### src/fpd_params.svh
// fpd_params.svh: widths, field positions and counts for the divide unit.
// assumes: included by bare name from the divide unit files only.
`ifndef FPD_PARAMS_SVH
`define FPD_PARAMS_SVH

// ------------------------------------------------------------------
// word layout
// ------------------------------------------------------------------
`define FPD_WORD_W      36
`define FPD_DWORD_W     72
`define FPD_SIGN_BIT    35
`define FPD_DSIGN_BIT   71
`define FPD_REM_HI      71
`define FPD_REM_LO      36

// ------------------------------------------------------------------
// partial word fields of the divisor
// ------------------------------------------------------------------
`define FPD_HALF_W      18
`define FPD_THIRD_W     12

// ------------------------------------------------------------------
// floating divisor: sign over a signed mantissa in the low bits
// ------------------------------------------------------------------
`define FPD_FLT_MANT_W  27

// ------------------------------------------------------------------
// sequencing
// ------------------------------------------------------------------
`define FPD_ITER_CNT    6'h23
`define FPD_CNT_W       6
`define FPD_CR_AW       7

`endif

### src/fpd_pkg.sv
// fpd_pkg.sv: types shared by the divide unit files.
// assumes: fpd_params.svh holds the numbers; this holds types only.
`include "fpd_params.svh"

package fpd_pkg;

    typedef logic [`FPD_WORD_W-1:0]  fpd_word_t;
    typedef logic [`FPD_DWORD_W-1:0] fpd_dword_t;

    // divide flavour chosen by instruction control
    typedef enum logic [1:0] {
        fpd_op_int,
        fpd_op_frac,
        fpd_op_sfrac
    } fpd_op_e;

    // which part of the fetched word forms the divisor
    typedef enum logic [2:0] {
        fpd_part_full,
        fpd_part_half_l,
        fpd_part_half_u,
        fpd_part_third_1,
        fpd_part_third_2,
        fpd_part_third_3
    } fpd_part_e;

    typedef enum logic [3:0] {
        fpd_st_idle,
        fpd_st_sign,
        fpd_st_check,
        fpd_st_loop,
        fpd_st_fix,
        fpd_st_wr_q,
        fpd_st_wr_r
    } fpd_state_e;

endpackage

### src/fpd_divider.sv
// fpd_divider.sv: ones-complement fixed-point divide unit, restoring loop.
// assumes: instruction control and the control register file share clk;
// operands are held valid with start in the cycle the request is taken.
// a fault answers after 3 cycles, a divide after 40 or 41.
`timescale 1ns/100ps
`include "fpd_params.svh"

module fpd_divider #(
    parameter int CR_AW = `FPD_CR_AW
) (
    // clock and reset
    input  logic                clk,
    input  logic                rstn,
    // request from instruction control
    input  logic                start,
    input  fpd_pkg::fpd_op_e    op,
    input  fpd_pkg::fpd_word_t  dividend_hi,
    input  fpd_pkg::fpd_word_t  dividend_lo,
    input  fpd_pkg::fpd_word_t  divisor_word,
    input  fpd_pkg::fpd_part_e  part_sel,
    input  logic                part_sext,
    input  logic                flt_divisor,
    input  logic [CR_AW-1:0]    dest_addr,
    output logic                ready,
    // answer
    output logic                done,
    output logic                div_fault,
    // control register writes
    output logic                cr_wr_en,
    output logic [CR_AW-1:0]    cr_wr_addr,
    output fpd_pkg::fpd_word_t  cr_wr_data
);

    // ------------------------------------------------------------------
    // state
    // ------------------------------------------------------------------
    fpd_pkg::fpd_state_e        state_q;
    fpd_pkg::fpd_state_e        state_d;
    fpd_pkg::fpd_op_e           op_q;
    fpd_pkg::fpd_op_e           op_d;
    // dividend/remainder, a magnitude from the sign step on
    fpd_pkg::fpd_dword_t        rem_q;
    fpd_pkg::fpd_dword_t        rem_d;
    // divisor magnitude; a -0 divisor turns into +0
    fpd_pkg::fpd_word_t         dsr_q;
    fpd_pkg::fpd_word_t         dsr_d;
    fpd_pkg::fpd_word_t         quo_q;
    fpd_pkg::fpd_word_t         quo_d;
    logic [`FPD_CNT_W-1:0]      cnt_q;
    logic [`FPD_CNT_W-1:0]      cnt_d;
    // result signs, taken from the operands as loaded
    logic                       qneg_q;
    logic                       qneg_d;
    logic                       rneg_q;
    logic                       rneg_d;
    // float zero is judged on the divisor as loaded
    logic                       fzero_q;
    logic                       fzero_d;
    logic [CR_AW-1:0]           dest_q;
    logic [CR_AW-1:0]           dest_d;

    // ------------------------------------------------------------------
    // registered outputs
    // ------------------------------------------------------------------
    // all outputs but ready come from flip-flops
    logic                       done_q;
    logic                       done_d;
    logic                       fault_q;
    logic                       fault_d;
    logic                       wr_en_q;
    logic                       wr_en_d;
    logic [CR_AW-1:0]           wr_addr_q;
    logic [CR_AW-1:0]           wr_addr_d;
    fpd_pkg::fpd_word_t         wr_data_q;
    fpd_pkg::fpd_word_t         wr_data_d;

    // ------------------------------------------------------------------
    // datapath helpers
    // ------------------------------------------------------------------
    fpd_pkg::fpd_dword_t        ld_dividend;
    fpd_pkg::fpd_word_t         ld_divisor;
    fpd_pkg::fpd_dword_t        rem_shift;
    fpd_pkg::fpd_word_t         trial_in;
    fpd_pkg::fpd_word_t         trial_diff;
    logic                       trial_neg;
    logic                       flt_zero;
    logic                       dsr_zero;
    fpd_pkg::fpd_word_t         quo_signed;
    fpd_pkg::fpd_word_t         rem_signed;

    // ------------------------------------------------------------------
    // operand forming
    // ------------------------------------------------------------------
    fpd_operand_load u_load (
        .op           (op),
        .dividend_hi  (dividend_hi),
        .dividend_lo  (dividend_lo),
        .divisor_word (divisor_word),
        .part_sel     (part_sel),
        .part_sext    (part_sext),
        .dividend     (ld_dividend),
        .divisor      (ld_divisor)
    );

    // ------------------------------------------------------------------
    // trial subtraction
    // ------------------------------------------------------------------
    // the loop sees the shifted remainder so shift and trial share a cycle
    // outside the loop the upper word is tried unshifted
    always_comb begin
        rem_shift = {rem_q[`FPD_DWORD_W-2:0], 1'b0};
        if (state_q == fpd_pkg::fpd_st_loop) begin
            trial_in = rem_shift[`FPD_REM_HI:`FPD_REM_LO];
        end else begin
            trial_in = rem_q[`FPD_REM_HI:`FPD_REM_LO];
        end
    end

    fpd_trial_sub u_trial (
        .minuend    (trial_in),
        .subtrahend (dsr_q),
        .diff       (trial_diff),
        .neg        (trial_neg)
    );

    // ------------------------------------------------------------------
    // zero divisor detection
    // ------------------------------------------------------------------
    // a float mantissa is zero when every mantissa bit equals the sign
    always_comb begin
        flt_zero = flt_divisor &&
                   (ld_divisor[`FPD_FLT_MANT_W-1:0] ==
                    {`FPD_FLT_MANT_W{ld_divisor[`FPD_SIGN_BIT]}});
        // after the sign step both zeros read as +0
        dsr_zero = (dsr_q == '0);
    end

    // ------------------------------------------------------------------
    // result signing
    // ------------------------------------------------------------------
    // the binary point is implied only; integer and fractional quotients
    // share one bit pattern, placing the point is software's reading
    // a zero magnitude with a sign flag set comes out as -0
    always_comb begin
        if (qneg_q) begin
            quo_signed = ~quo_q;
        end else begin
            quo_signed = quo_q;
        end
        if (rneg_q) begin
            rem_signed = ~rem_q[`FPD_REM_HI:`FPD_REM_LO];
        end else begin
            rem_signed = rem_q[`FPD_REM_HI:`FPD_REM_LO];
        end
    end

    // ------------------------------------------------------------------
    // sequencer and datapath next state
    // ------------------------------------------------------------------
    always_comb begin
        state_d   = state_q;
        op_d      = op_q;
        rem_d     = rem_q;
        dsr_d     = dsr_q;
        quo_d     = quo_q;
        cnt_d     = cnt_q;
        qneg_d    = qneg_q;
        rneg_d    = rneg_q;
        fzero_d   = fzero_q;
        dest_d    = dest_q;
        done_d    = 1'b0;
        fault_d   = 1'b0;
        wr_en_d   = 1'b0;
        wr_addr_d = wr_addr_q;
        wr_data_d = wr_data_q;
        case (state_q)
            fpd_pkg::fpd_st_idle: begin
                // operands are sampled on the taking edge only
                if (start) begin
                    op_d    = op;
                    rem_d   = ld_dividend;
                    dsr_d   = ld_divisor;
                    fzero_d = flt_zero;
                    dest_d  = dest_addr;
                    state_d = fpd_pkg::fpd_st_sign;
                end
            end

            // signs, then magnitudes and the pre-shift
            fpd_pkg::fpd_st_sign: begin
                qneg_d = rem_q[`FPD_DSIGN_BIT] ^
                         dsr_q[`FPD_SIGN_BIT];
                rneg_d = rem_q[`FPD_DSIGN_BIT];
                // magnitudes from here on
                if (rem_q[`FPD_DSIGN_BIT]) begin
                    rem_d = ~rem_q;
                end
                if (dsr_q[`FPD_SIGN_BIT]) begin
                    dsr_d = ~dsr_q;
                end
                quo_d = '0;
                // fractional divides keep the point between bits 35 and 34
                if (op_q == fpd_pkg::fpd_op_int) begin
                    rem_d = {rem_d[`FPD_DWORD_W-2:0], 1'b0};
                end
                state_d = fpd_pkg::fpd_st_check;
            end

            // a zero divisor never borrows, so it faults here too
            fpd_pkg::fpd_st_check: begin
                // difference discarded; only its sign is looked at
                if (!trial_neg || rem_q[`FPD_DSIGN_BIT] ||
                    dsr_zero || fzero_q) begin
                    fault_d = 1'b1;
                    done_d  = 1'b1;
                    state_d = fpd_pkg::fpd_st_idle;
                end else begin
                    cnt_d   = `FPD_ITER_CNT;
                    state_d = fpd_pkg::fpd_st_loop;
                end
            end

            // counts 35 down to 1, then on to signing
            fpd_pkg::fpd_st_loop: begin
                rem_d = rem_shift;
                quo_d = {quo_q[`FPD_WORD_W-2:0], 1'b0};
                if (!trial_neg) begin
                    rem_d[`FPD_REM_HI:`FPD_REM_LO] = trial_diff;
                    quo_d[0] = 1'b1;
                end
                cnt_d = cnt_q - 1'b1;
                if (cnt_q == `FPD_CNT_W'(1)) begin
                    state_d = fpd_pkg::fpd_st_fix;
                end
            end

            // quotient first, remainder one address higher
            fpd_pkg::fpd_st_fix: begin
                wr_en_d   = 1'b1;
                wr_addr_d = dest_q;
                wr_data_d = quo_signed;
                state_d   = fpd_pkg::fpd_st_wr_q;
            end

            fpd_pkg::fpd_st_wr_q: begin
                if (op_q == fpd_pkg::fpd_op_sfrac) begin
                    // remainder is dropped for the single divide
                    done_d  = 1'b1;
                    state_d = fpd_pkg::fpd_st_idle;
                end else begin
                    wr_en_d   = 1'b1;
                    wr_addr_d = dest_q + 1'b1;
                    wr_data_d = rem_signed;
                    state_d   = fpd_pkg::fpd_st_wr_r;
                end
            end

            // done trails the last write by one cycle
            fpd_pkg::fpd_st_wr_r: begin
                done_d  = 1'b1;
                state_d = fpd_pkg::fpd_st_idle;
            end

            // unused state codes fall back to idle
            default: begin
                state_d = fpd_pkg::fpd_st_idle;
            end
        endcase
    end

    // ------------------------------------------------------------------
    // registers
    // ------------------------------------------------------------------
    // datapath clears too, so no unknown reaches an output
    always_ff @(posedge clk or negedge rstn) begin
        if (!rstn) begin
            state_q   <= fpd_pkg::fpd_st_idle;
            op_q      <= fpd_pkg::fpd_op_int;
            rem_q     <= '0;
            dsr_q     <= '0;
            quo_q     <= '0;
            cnt_q     <= '0;
            qneg_q    <= 1'b0;
            rneg_q    <= 1'b0;
            fzero_q   <= 1'b0;
            dest_q    <= '0;
            done_q    <= 1'b0;
            fault_q   <= 1'b0;
            wr_en_q   <= 1'b0;
            wr_addr_q <= '0;
            wr_data_q <= '0;
        end else begin
            state_q   <= state_d;
            op_q      <= op_d;
            rem_q     <= rem_d;
            dsr_q     <= dsr_d;
            quo_q     <= quo_d;
            cnt_q     <= cnt_d;
            qneg_q    <= qneg_d;
            rneg_q    <= rneg_d;
            fzero_q   <= fzero_d;
            dest_q    <= dest_d;
            done_q    <= done_d;
            fault_q   <= fault_d;
            wr_en_q   <= wr_en_d;
            wr_addr_q <= wr_addr_d;
            wr_data_q <= wr_data_d;
        end
    end

    // ------------------------------------------------------------------
    // outputs
    // ------------------------------------------------------------------
    // new requests only while idle, so one divide is in flight at a time
    // address and data hold; only the enable pulses
    assign ready      = (state_q == fpd_pkg::fpd_st_idle);
    assign done       = done_q;
    assign div_fault  = fault_q;
    assign cr_wr_en   = wr_en_q;
    assign cr_wr_addr = wr_addr_q;
    assign cr_wr_data = wr_data_q;

endmodule

### src/fpd_operand_load.sv
// fpd_operand_load.sv: forms the 72-bit dividend and full-word divisor.
// assumes: operands are stable in the cycle the request is taken; purely combinational.
`timescale 1ns/100ps
`include "fpd_params.svh"

module fpd_operand_load (
    // request operands
    input  fpd_pkg::fpd_op_e   op,
    input  fpd_pkg::fpd_word_t dividend_hi,
    input  fpd_pkg::fpd_word_t dividend_lo,
    input  fpd_pkg::fpd_word_t divisor_word,
    input  fpd_pkg::fpd_part_e part_sel,
    input  logic               part_sext,
    // formed operands
    output fpd_pkg::fpd_dword_t dividend,
    output fpd_pkg::fpd_word_t  divisor
);

    logic [`FPD_HALF_W-1:0]  half_f;
    logic [`FPD_THIRD_W-1:0] third_f;

    // ------------------------------------------------------------------
    // dividend
    // ------------------------------------------------------------------
    always_comb begin
        if (op == fpd_pkg::fpd_op_sfrac) begin
            dividend = {dividend_hi,
                        {`FPD_WORD_W{dividend_hi[`FPD_SIGN_BIT]}}};
        end else begin
            dividend = {dividend_hi, dividend_lo};
        end
    end

    // ------------------------------------------------------------------
    // divisor, widened from a partial field when asked
    // ------------------------------------------------------------------
    always_comb begin
        half_f  = (part_sel == fpd_pkg::fpd_part_half_u) ?
                  divisor_word[35:18] : divisor_word[17:0];
        third_f = (part_sel == fpd_pkg::fpd_part_third_3) ? divisor_word[35:24] :
                  (part_sel == fpd_pkg::fpd_part_third_2) ? divisor_word[23:12] :
                  divisor_word[11:0];
        case (part_sel)
            fpd_pkg::fpd_part_half_l,
            fpd_pkg::fpd_part_half_u: begin
                divisor = {{`FPD_HALF_W{part_sext & half_f[`FPD_HALF_W-1]}},
                           half_f};
            end
            fpd_pkg::fpd_part_third_1,
            fpd_pkg::fpd_part_third_2,
            fpd_pkg::fpd_part_third_3: begin
                divisor = {{(`FPD_WORD_W-`FPD_THIRD_W)
                            {part_sext & third_f[`FPD_THIRD_W-1]}},
                           third_f};
            end
            default: begin
                divisor = divisor_word;
            end
        endcase
    end

endmodule

### src/fpd_trial_sub.sv
// fpd_trial_sub.sv: trial subtraction of the divisor from a remainder word.
// assumes: both inputs are unsigned magnitudes of one word each.
`timescale 1ns/100ps
`include "fpd_params.svh"

module fpd_trial_sub (
    // magnitudes
    input  fpd_pkg::fpd_word_t minuend,
    input  fpd_pkg::fpd_word_t subtrahend,
    // result
    output fpd_pkg::fpd_word_t diff,
    output logic               neg
);

    logic [`FPD_WORD_W:0] wide;

    // one extra bit keeps the borrow, which is the sign of the difference
    always_comb begin
        wide = {1'b0, minuend} - {1'b0, subtrahend};
        diff = wide[`FPD_WORD_W-1:0];
        neg  = wide[`FPD_WORD_W];
    end

endmodule

### config.mk
export PLATFORM = sky130hd
export DESIGN_NAME = fpd_divider
export DESIGN_NICKNAME = d
export VERILOG_FILES = /design/src/fpd_pkg.sv /design/src/fpd_divider.sv /design/src/fpd_operand_load.sv /design/src/fpd_trial_sub.sv
export VERILOG_INCLUDE_DIRS = /design/src
export SDC_FILE = /design/constraint.sdc
export NUM_CORES = 1
export LEC_CHECK = 0
export BUFFER_PORTS_ARGS = -buffer_cell sky130_fd_sc_hd__buf_2
export CAP_MARGIN = 25
export CELL_PAD_IN_SITES_DETAIL_PLACEMENT = 0
export CELL_PAD_IN_SITES_GLOBAL_PLACEMENT = 1
export CORE_MARGIN = 2
export CORE_UTILIZATION = 45
export CTS_CLUSTER_DIAMETER = 50
export DETAILED_ROUTE_END_ITERATION = 8
export GPL_ROUTABILITY_DRIVEN = 0
export PLACE_DENSITY = 0.93
export SYNTH_ARGS = -nofsm -noshare
export SYNTH_HDL_FRONTEND = slang
export SYNTH_SLANG_ARGS = --single-unit
export TNS_END_PERCENT = 1
### constraint.sdc
create_clock -name clk -period 5 [get_ports clk]
set_input_delay 1.25 -clock clk [delete_from_list [all_inputs] [get_ports clk]]
set_output_delay 1.25 -clock clk [all_outputs]
set_load 0.03 [all_outputs]
==> flow_summary.json <==
{
  "outcome": "finished, final reports clean",
  "yosys_warnings": 0,
  "die_h_um": 194,
  "period_minus_slack_ns": 4.58,
  "clock_path_buffers": 3,
  "cts-resized-gates": 0,
  "routed_via_density": 5.99,
  "cap_violations": 0,
  "track_usage": 0.246,
  "worstSetupPathType": "reg -> reg",
  "initialDrtViolationCount": 1370,
  "overflow": 0,
  "hold_buffers": 0,
  "tightest_slew_ns": 1.02,
  "core_sq_um": 35600,
  "clkLatencyLatePin_ns": 0.53,
  "port_buffers": 171,
  "met3WireLength_um": 3460,
  "endpoint_kind": "flop",
  "final_common_cell": "nand2_1",
  "drc_errors": 0,
  "boundaryPins": 172,
  "synth_cell_types": 86,
  "antenna_found_initial": 5,
  "htreeDepth": 1,
  "cts_made_buffers": 25,
  "clk_pin_slew_worst_paths_ns": 0.06,
  "syn2layout_area_growth_pct": 11.5,
  "clock_skew_ns": 0.0124,
  "rows": 69,
  "hold_path_class": "reg -> reg",
  "synthesis.nets": 2250,
  "hpwlAfterDp_um": 33800,
  "worstPathCellList": "inv_1 -> nand2_2 -> nor2_4 -> o21ai_0 -> ha_1 -> nor2b_4 -> o31a_1 -> o31ai_4 -> a211oi_2 -> o31ai_2 -> nand2_1 -> o31ai_1 -> a21oi_1",
  "final_cell_mix": "nand2_1, a21oi_1, dfrtp_1, buf_2, o21ai_0",
  "ys_ff_latch": 211,
  "synth_edf_count": 0,
  "worstSetupStartpointType": "flop",
  "grt_pass1_wl_um": 77500,
  "critPathMaxFanout": 36,
  "vias": 15585,
  "avgRoutedWirePerCell_um": 18.6,
  "fp.dieArea_sq_um": 37700,
  "syn-cell-area_sq_um": 16300,
  "clock_sinks": 211,
  "drive_above_1_share": 0.159,
  "grt_pass1_vias": 14210,
  "final-setup-viol-count": 0,
  "rsz0062_at_grt": "false",
  "syn_avg_cell_area_sq_um": 7.80,
  "slowest_stage": "nor2_4",
  "relSlewSlack": 0.319,
  "yosysSeqAreaShare": 0.325,
  "setup_tns_ns": 0,
  "finalMaxSlewViolations": 0,
  "cts_tree": "built",
  "synthArstFlopShare": 1.00,
  "ys.flop_type": "dfrtp_1",
  "dieWidth_um": 194,
  "cts_root_buf": "clkbuf_16",
  "cts_setup_buffers": 0,
  "route.met2.wl_um": 21400,
  "critPathArrivalTime_ns": 4.96,
  "slowest_delay_ns": 0.61,
  "grt_start_max_net_pins": 109,
  "start_util": 0.457,
  "finalHoldViolCount": 0,
  "top_layer_used": "met4",
  "worstPathRequired_ns": 5.38,
  "ant_nets": 0,
  "fill_cells": 3395,
  "nets": 2281,
  "wl_met1_um": 22100,
  "fin_crit_sh": 0.917,
  "drt_wl_total_um": 48400,
  "firstDrtPassIters": 6,
  "syn_inst": 2085,
  "fmax_mhz": 218
}
[cells by family after synthesis]
logic type               Yosys count  synth area share
AO/OA/AOI/OAI                    676             0.263
XOR/XNOR                         133            0.0716
adder cells (fa/ha/maj)           40            0.0312
buffers and inverters            254            0.0623
flip-flops                       211             0.325
multiplexers                      99            0.0646
AND/OR/NAND/NOR                  672             0.183
[worst max-delay path, delay by kind of cell, from the launching register on]
kind	cells	cell delay, ns
adders and majority gates	1	0.38
buffers and inverters	1	0.24
and+or+nand+nor	4	1.43
AOI/OAI and AO/OA	7	1.81
DFF	1	0.56
[Yosys cell counts (all sizes together) (5+ instances only)]
cell type    n  area, sq um
nor2b       11         76.3
a21boi       6         45.0
inv         55          206
xor2        44          385
a222oi       5         50.1
nand4       16          100
or3         15         93.8
nor2       127          484
mux2        47          529
o22ai       48          300
nand2b       7         43.8
xnor2       89          780
a21oi      244         1230
clkbuf     147          553
o221ai      15          131
dfrtp      211         5280
a211oi      60          460
and3        10         62.6
and2         6         37.5
nand3       64          320
o21bai       5         41.3
nor3        60          305
nand2      323         1210
buf         52          254
a21o        53          398
ha          39          488
o21ai      133          673
nor4        19          119
mux2i       52          521
o211ai      11         82.6
o21a        12         90.1
a31oi       24          156
o31ai       14          124
a22o         5         43.8
[final timing paths]
kind | from | endpoint | slack, ns | depth (start not counted)
min reg2reg | cr_wr_data[3]$_DFFE_PN0P_ | cr_wr_data[3]$_DFFE_PN0P_ | 0.47 | 2
max reg2reg | state_q[2]$_DFFE_PN0P_ | rem_q[68]$_DFFE_PN0P_ | 0.42 | 13
min in group asynchronous | rstn | cr_wr_addr[3]$_DFFE_PN0P_ | 0.82 | 1
max in group asynchronous | rstn | cr_wr_data[15]$_DFFE_PN0P_ | 3.04 | 2
min | cr_wr_data[3]$_DFFE_PN0P_ | cr_wr_data[3]$_DFFE_PN0P_ | 0.47 | 2
max | state_q[2]$_DFFE_PN0P_ | rem_q[68]$_DFFE_PN0P_ | 0.42 | 13
[per-stage QoR]
| stage | hold slack [ns] | setup WS [ns] | cells | area (sq um) | utilization |
|---|---|---|---|---|---|
| after global routing | 0.496 | 0.161 | 2600 | 18100 | 0.510 |
| after detailed placement | 0.466 | 0.584 | 2547 | 17200 | 0.484 |
| final | 0.472 | 0.417 | 2600 | 18100 | 0.510 |
| after global placement | 0.457 | 0.751 | 2546 | 17200 | 0.483 |
| after floorplan | 0.451 | 1.23 | 2085 | 16300 | - |
| after CTS | 0.481 | 0.489 | 2592 | 18100 | 0.508 |
[layer usage]
layer	vias up	GRT usage
li1	7505	-
met1	7358	0.362
met2	629	0.374
met3	93	0.0327
met4	0	0.0783
met5	-	0
[state kept, by name, summed over array words and instances (netlist names), 2 cells and up]
register / cells
cr_wr_data: 36
op_q: 2
state_q: 3
dest_q: 7
dsr_q: 36
rem_q: 72
cr_wr_addr: 7
quo_q: 36
cnt_q: 6
[cell type report]
cell class                      instances  area [sq um]  share of cell area
Multi-Input combinational cell       1620         10000               0.552
Clock buffer                           36           747              0.0412
Inverter                               55           206              0.0114
Antenna cell                            5          12.5            0.000690
Tap cell                              461           577              0.0318
Sequential cell                       211          5290               0.291
Clock inverter                          9           109             0.00600
Timing Repair Buffer                  203          1180              0.0653
Power is left out: the tool's default activity adds up to more than one toggle a clock period on the data nets, which glitch-free logic cannot reach.
